$ cat src/fsol_pkg.sv
package fsol_pkg;
    localparam logic [15:0] HIGH_PAGE_BASE = 16'h1800;
    localparam logic [15:0] OFS_OPTION_WORK = 16'h1821;
    localparam logic [15:0] OFS_KEY_CONFIG = 16'h1823;
    localparam logic [15:0] OFS_PROTECT_WORK = 16'h1824;
    localparam logic [15:0] OFS_KEY_STORE = 16'hFFB0;
    localparam logic [15:0] OFS_PROTECT_IMAGE = 16'hFFBD;
    localparam logic [15:0] OFS_OPTION_IMAGE = 16'hFFBF;
    // own registers: key entry words, security status
    localparam logic [15:0] OFS_KEY_LO = 16'h1828;
    localparam logic [15:0] OFS_KEY_HI = 16'h182C;
    localparam logic [15:0] OFS_SEC_STATUS = 16'h1830;
    localparam int KEY_EN_POS = 7;
    localparam int KEY_ACC_POS = 5;
    localparam logic [1:0] SEC_UNSECURED = 2'h2;
    localparam logic [7:0] PROTECT_RESET = 8'hFF;
    localparam logic [7:0] OPTION_RESET = 8'h00;
    localparam logic [7:0] KEY_CONFIG_RESET = 8'h00;
    localparam logic [7:0] PROTECT_WR_MASK = 8'hFF;
    localparam logic [7:0] KEY_CONFIG_MASK = 8'h20;
    localparam int LOAD_CYCLES = 2;
    typedef enum logic [3:0] {
        FSOL_LOAD = 4'h1,
        FSOL_SECURE = 4'h2,
        FSOL_OPEN = 4'h4,
        FSOL_IDLE = 4'h8
    } fsol_state_e;
endpackage

$ cat src/flash_security_option_loader.sv
// Design decision made here: the Wishbone interface to the registers.
`timescale 1ns/1ps
module flash_security_option_loader (
    input wire logic clk_sys,
    input wire logic rst_n,
    input wire logic wb_cyc_i,
    input wire logic wb_stb_i,
    input wire logic wb_we_i,
    input wire logic [15:0] wb_adr_i,
    input wire logic [3:0] wb_sel_i,
    input wire logic [31:0] wb_dat_i,
    output logic [31:0] wb_dat_o,
    output logic wb_ack_o,
    input wire logic [7:0] stored_protect_image,
    input wire logic [7:0] stored_option_image,
    input wire logic [63:0] backdoor_key_store,
    input wire logic exec_from_secure,
    input wire logic master_is_debug,
    input wire logic array_blank_verified,
    input wire logic ram_req,
    input wire logic ram_from_debug,
    input wire logic ram_from_nonsecure,
    output logic ram_grant,
    output logic ram_block,
    output logic secured,
    output logic [7:0] protect_out
);
    logic [7:0] option_q, option_d;
    logic [7:0] protect_q, protect_d;
    logic [7:0] keycfg_q, keycfg_d;
    logic [63:0] key_q, key_d;
    logic [1:0] load_cnt_q, load_cnt_d;
    fsol_pkg::fsol_state_e state_q, state_d;
    logic ack_q, ack_d;
    logic [31:0] rdat_q, rdat_d;
    logic grant_q, grant_d, block_q, block_d;
    logic key_try_q, key_try_d;
    logic key_match;

    function automatic logic hit(input logic [15:0] a, input logic [15:0] ofs);
        hit = a[15:2] == ofs[15:2];
    endfunction

    fsol_key_cmp u_cmp (
        .key_entered(key_q),
        .key_stored(backdoor_key_store),
        .key_match(key_match)
    );

    logic bus_req, wr_ok;
    assign bus_req = wb_cyc_i && wb_stb_i && !ack_q;
    // key entry only from secure code, never from debug
    assign wr_ok = bus_req && wb_we_i && exec_from_secure && !master_is_debug;

    always_comb begin
        option_d = option_q;
        protect_d = protect_q;
        keycfg_d = keycfg_q;
        key_d = key_q;
        load_cnt_d = load_cnt_q;
        state_d = state_q;
        key_try_d = 1'b0;
        case (state_q)
            fsol_pkg::FSOL_LOAD: begin
                option_d = stored_option_image;
                protect_d = stored_protect_image;
                load_cnt_d = load_cnt_q + 2'h1;
                if (load_cnt_q == 2'(fsol_pkg::LOAD_CYCLES - 1)) begin
                    if (stored_option_image[1:0] == fsol_pkg::SEC_UNSECURED) begin
                        state_d = fsol_pkg::FSOL_OPEN;
                    end else begin
                        state_d = fsol_pkg::FSOL_SECURE;
                    end
                end
            end
            fsol_pkg::FSOL_SECURE: begin
                if (array_blank_verified) begin
                    state_d = fsol_pkg::FSOL_OPEN;
                end else if (key_try_q && option_q[fsol_pkg::KEY_EN_POS] && key_match) begin
                    state_d = fsol_pkg::FSOL_OPEN;
                end
            end
            fsol_pkg::FSOL_OPEN: state_d = fsol_pkg::FSOL_OPEN;
            default: state_d = fsol_pkg::FSOL_LOAD;
        endcase
        if (wr_ok && state_q != fsol_pkg::FSOL_LOAD) begin
            if (hit(wb_adr_i, fsol_pkg::OFS_KEY_CONFIG) && wb_sel_i[0]) begin
                keycfg_d = wb_dat_i[7:0] & fsol_pkg::KEY_CONFIG_MASK;
            end
            if (hit(wb_adr_i, fsol_pkg::OFS_PROTECT_WORK) && wb_sel_i[0]) begin
                protect_d = wb_dat_i[7:0] & fsol_pkg::PROTECT_WR_MASK;
            end
            // key words accepted only with key access on and key enabled
            if (keycfg_q[fsol_pkg::KEY_ACC_POS] && option_q[fsol_pkg::KEY_EN_POS]) begin
                if (hit(wb_adr_i, fsol_pkg::OFS_KEY_LO)) begin
                    for (int b = 0; b < 4; b++) begin
                        if (wb_sel_i[b]) begin
                            key_d[8*b +: 8] = wb_dat_i[8*b +: 8];
                        end
                    end
                end
                if (hit(wb_adr_i, fsol_pkg::OFS_KEY_HI)) begin
                    for (int b = 0; b < 4; b++) begin
                        if (wb_sel_i[b]) begin
                            key_d[32 + 8*b +: 8] = wb_dat_i[8*b +: 8];
                        end
                    end
                    key_try_d = 1'b1;
                end
            end
        end
    end

    always_comb begin
        ack_d = bus_req;
        rdat_d = 32'h0000_0000;
        if (bus_req && !wb_we_i) begin
            if (hit(wb_adr_i, fsol_pkg::OFS_OPTION_WORK)) begin
                rdat_d[15:8] = option_q;
            end else if (hit(wb_adr_i, fsol_pkg::OFS_PROTECT_WORK)) begin
                rdat_d[7:0] = protect_q;
                rdat_d[31:24] = keycfg_q;
            end else if (hit(wb_adr_i, fsol_pkg::OFS_SEC_STATUS)) begin
                rdat_d[3:0] = state_q;
                rdat_d[4] = state_q != fsol_pkg::FSOL_OPEN;
            end
        end
        // gate only; RAM array untouched by reset or low power
        grant_d = 1'b0;
        block_d = 1'b0;
        if (ram_req) begin
            if (state_q != fsol_pkg::FSOL_OPEN && (ram_from_debug || ram_from_nonsecure)) begin
                block_d = 1'b1;
            end else if (state_q != fsol_pkg::FSOL_LOAD) begin
                grant_d = 1'b1;
            end
        end
    end

    always_ff @(posedge clk_sys or negedge rst_n) begin
        if (!rst_n) begin
            option_q <= fsol_pkg::OPTION_RESET;
            protect_q <= fsol_pkg::PROTECT_RESET;
            keycfg_q <= fsol_pkg::KEY_CONFIG_RESET;
            key_q <= 64'h0000_0000_0000_0000;
            load_cnt_q <= 2'h0;
            state_q <= fsol_pkg::FSOL_LOAD;
            key_try_q <= 1'b0;
            ack_q <= 1'b0;
            rdat_q <= 32'h0000_0000;
            grant_q <= 1'b0;
            block_q <= 1'b0;
        end else begin
            option_q <= option_d;
            protect_q <= protect_d;
            keycfg_q <= keycfg_d;
            key_q <= key_d;
            load_cnt_q <= load_cnt_d;
            state_q <= state_d;
            key_try_q <= key_try_d;
            ack_q <= ack_d;
            rdat_q <= rdat_d;
            grant_q <= grant_d;
            block_q <= block_d;
        end
    end

    logic sec_q;
    always_ff @(posedge clk_sys or negedge rst_n) begin
        if (!rst_n) begin
            sec_q <= 1'b1;
        end else begin
            sec_q <= state_d != fsol_pkg::FSOL_OPEN;
        end
    end

    assign wb_ack_o = ack_q;
    assign wb_dat_o = rdat_q;
    assign ram_grant = grant_q;
    assign ram_block = block_q;
    assign secured = sec_q;
    assign protect_out = protect_q;
endmodule

$ cat src/fsol_key_cmp.sv
`timescale 1ns/1ps
module fsol_key_cmp (
    input wire logic [63:0] key_entered,
    input wire logic [63:0] key_stored,
    output logic key_match
);
    logic [7:0] byte_eq;
    genvar i;
    generate
        for (i = 0; i < 8; i++) begin : g_byte
            assign byte_eq[i] = key_entered[8*i +: 8] == key_stored[8*i +: 8];
        end
    endgenerate
    // an erased all-ones key never matches
    assign key_match = (&byte_eq) && (key_stored != 64'hFFFF_FFFF_FFFF_FFFF);
endmodule

$ cat config.mk
export PLATFORM = sky130hd
export DESIGN_NAME = flash_security_option_loader
export DESIGN_NICKNAME = d
export VERILOG_FILES = /design/src/fsol_pkg.sv /design/src/flash_security_option_loader.sv /design/src/fsol_key_cmp.sv
export SDC_FILE = /design/constraint.sdc
export NUM_CORES = 1
export LEC_CHECK = 0
export BUFFER_PORTS_ARGS = -buffer_cell sky130_fd_sc_hd__clkbuf_2
export CAP_MARGIN = 25
export CORE_ASPECT_RATIO = 1.4
export CORE_UTILIZATION = 54
export DETAILED_ROUTE_END_ITERATION = 12
export GPL_ROUTABILITY_DRIVEN = 1
export HOLD_SLACK_MARGIN = 0.15
export PLACE_DENSITY = 0.86
export SLEW_MARGIN = 15
export SYNTH_ARGS = -nofsm -noshare
export SYNTH_HDL_FRONTEND = slang
export SYNTH_SLANG_ARGS = --single-unit
$ cat constraint.sdc
create_clock -name clk_sys -period 3.5 [get_ports clk_sys]
set_clock_uncertainty 0.1 [all_clocks]
set_input_delay 0.175 -clock clk_sys [delete_from_list [all_inputs] [get_ports clk_sys]]
set_output_delay 0.175 -clock clk_sys [all_outputs]
set_load 0.1 [all_outputs]
# Word-level counts from Yosys, hierarchy flattened
# Index checks and enable logic that the tools add are counted.
[totals]
ff_bits = 116
out_inout_bits = 44
word_cells = 95
[classes]
addsub = 1
eq_ne = 22
mux = 25
reduce_logical = 28
[op_table]
columns = ["op", "n"]
rows = [
  ["$eq 14x11->1 const B", 5],
  ["$eq 8x8->1", 8],
  ["$ne 64x64->1 const B", 1],
  ["$mux 8", 5],
  ["$reduce_and 4->1", 8],
  ["$mux 6", 3],
  ["$mux 16", 1],
  ["$logic_and 1x1->1", 14],
  ["$mux 4", 3],
  ["$pmux 4 s3", 1],
  ["$mux 5", 2],
  ["$mux 1", 8],
  ["$ne 4x3->1 const B", 2],
  ["$reduce_and 8->1", 1],
  ["$mux 3", 2],
  ["$eq 4x1->1 const B", 1],
  ["$eq 4x2->1 const B", 1],
  ["$eq 4x3->1 const B", 1],
  ["$ne 4x1->1 const B", 1],
  ["$logic_not 1->1", 3],
  ["$add 2x1->2 const B", 1],
  ["$eq 2x1->1 const B", 1],
  ["$eq 2x2->1 const B", 1],
  ["$reduce_and 2->1", 1],
  ["$logic_or 1x1->1", 1],
]

# Longest topological paths before layout
# Gate-level depths: netlist of run 1.
[logic_depth]
depth_word = 8
ltp_mapped = 9
mapped_depth_nobuf = 6

# By module
# From an unflattened synthesis of run 1, not the netlist that was laid out.
[unflattened]
cells_unflattened = 431
hier_area_um2 = 5422.7
[modules_own_cells]
columns = ["module", "instances", "cells_each", "area_each_um2", "seq_area_each_um2"]
rows = [
  ["flash_security_option_loader", 1, 324, 4590.7, 2740.1],
  ["fsol_key_cmp", 1, 107, 832.0, 0.0],
]

# Worst setup path after synthesis of run 1
# Ideal clock, no wire load.
[synth_timing]
kind = "register to register"
startpoint = "register ack_q, in the netlist wb_ack_o"
endpoint = "register key_q[40]"
setup_ps = 125
t_arrival_ps = 2212
setup_slack_ps = 1063
path_stages_with_launch = 7
cell_sequence = "dfrtp_1 > nand3b_1 > nor4_4 > buf_6 > and3_1 > buf_4 > mux2_2"
[synth_between]
elab_chain_len = 7
[synth_lines]
columns = ["element", "line", "text"]
rows = [
  ["start, declared", "flash_security_option_loader.sv:34", "logic ack_q, ack_d;"],
  ["start signal, assigned", "flash_security_option_loader.sv:161", "ack_q <= ack_d;"],
  ["$logic_not 1->1", "flash_security_option_loader.sv:51", "assign bus_req = wb_cyc_i && wb_stb_i && !ack_q;"],
  ["$logic_and 1x1->1", "flash_security_option_loader.sv:51", ""],
  ["$logic_and 1x1->1 (3 in a row)", "flash_security_option_loader.sv:53", "assign wr_ok = bus_req && wb_we_i && exec_from_secure && !master_is_debug;"],
  ["$logic_and 1x1->1", "flash_security_option_loader.sv:86", "if (wr_ok && state_q != fsol_pkg::FSOL_LOAD) begin"],
  ["$reduce_and 4->1 (no line)", "--", ""],
  ["end signal, assigned", "flash_security_option_loader.sv:157", "key_q <= key_d;"],
  ["end, declared", "flash_security_option_loader.sv:31", "logic [63:0] key_q, key_d;"],
]
# Every way passes these cells.
# A chain may end at the register's enable or synchronous reset.

# Worst setup path after layout of run 1
[layout_timing]
startpoint = "register ack_q, in the netlist wb_ack_o"
endpoint = "register protect_q[6], in the netlist protect_out[6]"
[layout_between]
elab_chain_len = 7
[layout_lines]
columns = ["element", "line", "text"]
rows = [
  ["$logic_not 1->1", "flash_security_option_loader.sv:51", ""],
  ["$logic_and 1x1->1", "flash_security_option_loader.sv:51", ""],
  ["$logic_and 1x1->1 (3 in a row)", "flash_security_option_loader.sv:53", ""],
  ["$logic_and 1x1->1", "flash_security_option_loader.sv:86", ""],
  ["$mux 8", "flash_security_option_loader.sv:86", ""],
  ["net protect_d[6]", "flash_security_option_loader.sv:29", "logic [7:0] protect_q, protect_d;"],
  ["end signal, assigned", "flash_security_option_loader.sv:143", "protect_q <= fsol_pkg::PROTECT_RESET;"],
  ["end signal, assigned", "flash_security_option_loader.sv:155", "protect_q <= protect_d;"],
  ["end, declared", "flash_security_option_loader.sv:29", ""],
]
# The timed path passes the listed nets, and every way through them passes these cells.

==> results of run 1 <==
[layout by cell type (no fill, tap or decap), drive strengths merged, types with 2 or more instances in the layout]
cell / instances
a21oi: 2
o21ai: 12
conb: 16
nor4: 20
mux2: 71
dlygate4sd3: 58
a22o: 2
dfstp: 10
nand3: 9
dfrtp: 99
nand4: 23
nor2: 20
nor3: 5
bufinv: 4
clkbuf: 178
nand3b: 3
xnor2: 10
a22oi: 5
and2: 9
nor4b: 2
mux2i: 8
xor2: 47
inv: 16
buf: 4
o22ai: 3
o2bb2ai: 2
nand4b: 2
nor2b: 3
nand2: 17
and3: 5
[state kept, by name (all words and copies together) (netlist names)]
register and flops:
state_q 4, wb_ack_o 1, ram_block 1, key_try_q 1, keycfg_q 1, option_q 8
ram_grant 1, protect_out 8, key_q 64, secured 1, load_cnt_q 2, wb_dat_o 17
[worst min-delay path by stage]
stage,start,to,slack [ps],depth (start not counted)
floorplan,rst_n,key_q[0],-220,0
global placement,rst_n,ram_block,130,1
detailed placement,rst_n,ram_grant,130,1
CTS,wb_cyc_i,wb_ack_o,150,3
global route,exec_from_secure,key_try_q,180,4
finish,wb_cyc_i,wb_ack_o,150,3
[report_power, final]
part           internal (mW)  switching [mW]
sequential              1.37          0.0689
clock                  0.774           0.462
combinational          0.277           0.583
total                   2.43            1.11
[per-layer routing]
layer  track usage  vias up
met1         0.338     2105
li1              -     1992
met4         0.203        0
met2         0.557      256
met5             0        -
met3        0.0617       63
[metrics by stage]
stage / util / std cells / power, mW
6_report: 0.753 / 807 / 3.54
5_1_grt: 0.753 / 807 / 3.66
4_1_cts: 0.753 / 807 / 3.53
3_5_place_dp: 0.653 / 733 / 2.21
3_3_place_gp: 0.653 / 733 / 2.19
2_1_floorplan: - / 454 / 2.00
[synthesized netlist by cell type (all sizes together), types with 5 or more instances]
cell,count,area (µm²)
o21ai,12,60.1
dfrtp,99,2480
xnor2,10,87.6
buf,25,179
nand4,23,144
nor2,20,75.1
nand2,17,63.8
xor2,47,412
a22oi,5,37.5
inv,15,56.3
nor4,20,155
and3,5,31.3
nand3,9,65.1
and2,9,56.3
nor3,5,35.0
dfstp,10,263
mux2i,8,80.1
mux2,71,800
[cells by family (layout without fill, tap and decap cells)]
kind of cell	Yosys count	count (layout)	share of synthesized area
compound gates	30	30	0.0366
xor+xnor	57	57	0.0942
fa+ha+maj	1	1	0.00236
buf+inv	40	261	0.0444
flops	109	109	0.517
mux	79	79	0.166
other cells	1	16	0.000708
simple gates	122	122	0.139
[area by class of cell]
class / instances / area [µm²] / area share
Clock buffer: 10 / 229 / 0.0320
Clock inverter: 6 / 134 / 0.0187
Inverter: 15 / 56.3 / 0.00787
Multi-Input combinational cell: 305 / 2380 / 0.333
Sequential cell: 109 / 2740 / 0.383
Tap cell: 132 / 165 / 0.0231
Timing Repair Buffer: 230 / 1450 / 0.203
[tightest hold or removal path: cells and delay by family]
family,cells,cell delay [ps]
and+or+nand+nor,1,220
buffers and inverters,2,150
==> flow_summary.toml, run 1 <==
[logic_synthesis]
ys_dominant_reg_cell = "sky130_fd_sc_hd__dfrtp_1"
synth_cell_types = 41
synth_async_sr_flop_share = 1.00
sequential_fraction_of_the_synthesis_area = 0.517
ys_seq_elements = 109
synth-edff-count = 0
post_synth_inst_count = 439
syn_area_um2 = 5300
post_synthesis_mean_instance_area_um2 = 12.1
yosys_warning_total = 0

[layout]
flow.area_growth_from_synthesis_pct = 35.1
final_layout_size_suffix_gt1_frac = 0.413
num_antenna_cells = 0
nets = 814
nFillCells = 603
final_design_area_no_fill_um2 = 7160

[die]
boundaryPins = 187
initial_utilization = 0.557
die_h_um = 119
die-width_um = 85.7
core_area_um2 = 9510
design.die.area_um2 = 10200
placementRows = 42

[clocking]
ctsLongestPathBuffers = 2
clk_pin_slew_worst_paths_ps = 80
clkSinkCount = 109
clk-insertion-delay-late_ps = 350
cts_tree = "done"
cts-hold-fix-buffers = 58
cts_max_level = 3
postCtsSetupRepairBufs = 0
clock_tree_root_driver_cell = "sky130_fd_sc_hd__clkbuf_16"
cts_resized = 0
tritoncts.num_buffers = 9

[drt]
met2RoutedLength_mm = 7.72
drc = 0
vias_per_cell = 5.47
first_pass_iters = 4
routed_wire_length_per_instance_um = 18.9
routedLengthMet1_mm = 5.48
num_vias = 4416
dr.first_iter.drc_count = 154
finalWirelength_mm = 15.2
highest-signal-layer = "met4"
route.antenna.remaining_nets = 0
met3WireLength_mm = 1.01

[placement]
numPortBuffers = 169
detailedPlacementHpwl_mm = 10.7
routabilityCongestion = 0.946
detailedPlace.worstSlack_ps = 1050
postPlaceCellArea_um2 = 6210

[global_route]
first_global_vias = 4886
grt_pass1_wl_mm = 24.1
overflow = 0
grt_start_max_net_pins = 51
antenna_found_initial = 0
gr-usage-all-layers = 0.315

[power]
irDropWorstVdd_v = 0.000276
power_density_over_the_cells_nw_per_um2 = 495
p_leak_nw = 3.68

[worst_hold_path]
hold_wc_path_type = "primary input to flip-flop"

[worst_setup_path]
critical-path-top-delay-family = "simple AND/OR/NAND/NOR gates"
crit_path_top_delay_cell = "sky130_fd_sc_hd__nor4_4"
reg2reg_slack_ps = 610
rr_endpoint = "protect_out[6]"
reg_to_reg_start = "wb_ack_o"
cp_data_required_time_ps = 3680
worstPathBufferInverterCount = 1
timing.critical_path.slowest_cell_delay_ps = 650
criticalPathCategory = "flip-flop to flip-flop"
crit_arrival_ps = 3080
cp-end-kind = "flip-flop"
critPathLaunchType = "flip-flop"
worstPathCellList = "nand3b_1 > nor4_4 > and3_1 > nand2_1 > o21ai_0 > dlygate4sd3_1"
critical_path_depth = 6
crit_path_end = "protect_out[6]"
worst-path-max-fanout = 16
timing.critical_path.from = "wb_ack_o"
r2r_cells = 6

[timing]
setup_viol_count_final = 0
hold_viol = 0
timing.final.crit_period_ps = 2890
relSlewSlack = 0.505
timing.fmax_mhz = 346
postLayoutSetupSlackWorst_ps = 607
setup_repair_after_global_routing_missed_its_margin = "no"
timing.setup.tns_ps = 0
worst_hold_slack_across_all_endpoints_ps = 154
drv_slew = 0
final.period_utilization = 0.826
tightestPinTransition_ps = 737

[run_status]
outcome = "finished clean"

[flow_run]
timing.max_cap.violations = 0
Power figures use the tool's default switching activity.
==> run 2: changes to the inputs <==
--- a/config.mk
+++ b/config.mk
@@ -8,11 +8,11 @@
 export BUFFER_PORTS_ARGS = -buffer_cell sky130_fd_sc_hd__clkbuf_2
 export CAP_MARGIN = 25
 export CORE_ASPECT_RATIO = 1.4
-export CORE_UTILIZATION = 54
+export CORE_UTILIZATION = 50
 export DETAILED_ROUTE_END_ITERATION = 12
 export GPL_ROUTABILITY_DRIVEN = 1
 export HOLD_SLACK_MARGIN = 0.15
-export PLACE_DENSITY = 0.86
+export PLACE_DENSITY = 0.8
 export SLEW_MARGIN = 15
 export SYNTH_ARGS = -nofsm -noshare
 export SYNTH_HDL_FRONTEND = slang
==> constraint.sdc (replaced) <==
create_clock -name clk_sys -period 3.05 [get_ports clk_sys]
set_clock_uncertainty 0.1 [all_clocks]
set_input_delay 0.1525 -clock clk_sys [delete_from_list [all_inputs] [get_ports clk_sys]]
set_output_delay 0.1525 -clock clk_sys [all_outputs]
set_load 0.1 [all_outputs]
==> run 2 against run 1 <==
  * Clock power is 9% lower
  * Sequential share of layout area up 0.25 points
  * Setup slack got worse by 140 ps
  * Maximum frequency increased by 12%
  * Critical endpoint is now protect_out[7]
  * Largest cell class unchanged
  * Highest routed layer unchanged
==> flow_summary.toml, run 2 (synthesis gave the netlist of run 1 again) <==
[drt]
dr.first_iter.drc_count = 141
vias_per_cell = 5.32
first_pass_iters = 6
finalWirelength_mm = 14.6
routed_wire_length_per_instance_um = 17.9
num_vias = 4329
route.antenna.remaining_nets = 0
drc = 0

[flow_run]
timing.max_cap.violations = 0

[placement]
postPlaceCellArea_um2 = 6230
routabilityCongestion = 0.913
detailedPlace.worstSlack_ps = 608
numPortBuffers = 169
detailedPlacementHpwl_mm = 10.8

[global_route]
antenna_found_initial = 0
grt_pass1_wl_mm = 22.6
overflow = 0
grt_start_max_net_pins = 58
gr-usage-all-layers = 0.281
first_global_vias = 4603

[worst_setup_path]
worstPathCellList = "nor3b_2 > nor2b_2 > buf_4 > mux2i_1 > o21ai_0 > dlygate4sd3_1"
worstPathBufferInverterCount = 2
critPathLaunchType = "flip-flop"
cp-end-kind = "flip-flop"
criticalPathCategory = "flip-flop to flip-flop"
timing.critical_path.slowest_cell_delay_ps = 600
crit_arrival_ps = 2750
critical-path-top-delay-family = "buffers and inverters"
crit_path_top_delay_cell = "sky130_fd_sc_hd__dlygate4sd3_1"
cp_data_required_time_ps = 3220
worst-path-max-fanout = 22

[timing]
tightestPinTransition_ps = 697
hold_viol = 0
drv_slew = 0
timing.final.crit_period_ps = 2580
setup_viol_count_final = 0
postLayoutSetupSlackWorst_ps = 467
timing.setup.tns_ps = 0
setup_repair_after_global_routing_missed_its_margin = "no"
final.period_utilization = 0.847
relSlewSlack = 0.532
timing.fmax_mhz = 387

[clocking]
cts_resized = 0
tritoncts.num_buffers = 9
clock_tree_root_driver_cell = "sky130_fd_sc_hd__clkbuf_16"
cts_tree = "done"
clk-insertion-delay-late_ps = 350
ctsLongestPathBuffers = 2
clkSinkCount = 109
clk_pin_slew_worst_paths_ps = 70
cts_max_level = 3

[layout]
flow.area_growth_from_synthesis_pct = 34.2
final_design_area_no_fill_um2 = 7110
largest-register = "key_q"
nFillCells = 726
most_used_cells_in_the_layout_excluding_fill_and_tap_cells = "168 x sky130_fd_sc_hd__clkbuf_2, 99 x sky130_fd_sc_hd__dfrtp_1, 71 x sky130_fd_sc_hd__mux2_2, 58 x sky130_fd_sc_hd__dlygate4sd3_1, 47 x sky130_fd_sc_hd__xor2_1"
nets = 815
num_antenna_cells = 0
final_layout_size_suffix_gt1_frac = 0.414
final_util = 0.687
most_common_cell_after_layout_fill_and_taps_aside = "sky130_fd_sc_hd__clkbuf_2"
largest_reg_flops = 64

[die]
boundaryPins = 187
initial_utilization = 0.512
placementRows = 44
die-width_um = 89.0
die_h_um = 124
design.die.area_um2 = 11000
core_area_um2 = 10300

[power]
power_density_over_the_cells_nw_per_um2 = 529
p_leak_nw = 3.66
irDropWorstVdd_v = 0.000316

[run_status]
outcome = "finished clean"

[worst_hold_path]
hold_wc_path_type = "primary input to flip-flop"
## run 2: cell count changes in the layout (fill, tap and decap cells not counted)
cell,change
sky130_fd_sc_hd__clkbuf_8,+3
sky130_fd_sc_hd__bufinv_16,-4
sky130_fd_sc_hd__inv_6,-1
sky130_fd_sc_hd__clkinv_2,+1
sky130_fd_sc_hd__buf_12,+1
sky130_fd_sc_hd__clkinv_4,+1
## run 2: final timing paths
path / start / slack (ps) / cells past startpoint / to
max reg2reg: state_q[0] / 470 / 6 / protect_out[7]
max: state_q[0] / 470 / 6 / protect_out[7]
min: wb_sel_i[0] / 180 / 4 / keycfg_q[5]
min in group asynchronous: rst_n / 290 / 2 / option_q[6]
max in group asynchronous: rst_n / 1810 / 3 / key_q[20]
min reg2reg: option_q[5] / 380 / 1 / wb_dat_o[13]
## run 2: tightest hold or removal path, stage by stage
cell                       delay, ps
sky130_fd_sc_hd__clkbuf_2        120
sky130_fd_sc_hd__nand2_1          70
sky130_fd_sc_hd__nor2_1           40
sky130_fd_sc_hd__mux2_2          200
## run 2: area by class of cell
type	count	area, µm²	share of cell area
Sequential cell	109	2740	0.385
Multi-Input combinational cell	305	2380	0.335
Timing Repair Buffer	231	1470	0.207
Clock buffer	13	270	0.0380
Tap cell	138	173	0.0243
Inverter	15	56.3	0.00792
Clock inverter	3	18.8	0.00264
## run 2: report_power, final
part / switching (mW) / leakage, nW / total, mW / internal [mW]
registers: 0.0754 / 1.45 / 1.65 / 1.58
logic: 0.665 / 2.06 / 0.985 / 0.319
clock network: 0.505 / 0.146 / 1.13 / 0.620
total: 1.25 / 3.66 / 3.76 / 2.52
## run 2: per-layer routing
layer / vias to the layer above / track usage / wire (µm)
met3: 39 / 0.0577 / 772
met4: 0 / 0.135 / 616
met1: 2096 / 0.299 / 5390
met5: - / 0 / 0
li1: 2000 / - / -
met2: 194 / 0.520 / 7790
## run 2: stage by stage
stage               total power [mW]  instances  hold WS (ps)
finish                          3.76        814           176
global route                    3.91        814           179
CTS                             3.77        812           152
detailed placement              2.54        738           122
global placement                2.52        738           111
floorplan                       2.30        454          -243
## run 2: repair_timing
item,in CTS,in global routing
buffers inserted,0,2
endpoints found under the hold margin,153,0
hold buffers,58,0
setup endpoints to repair,0,1
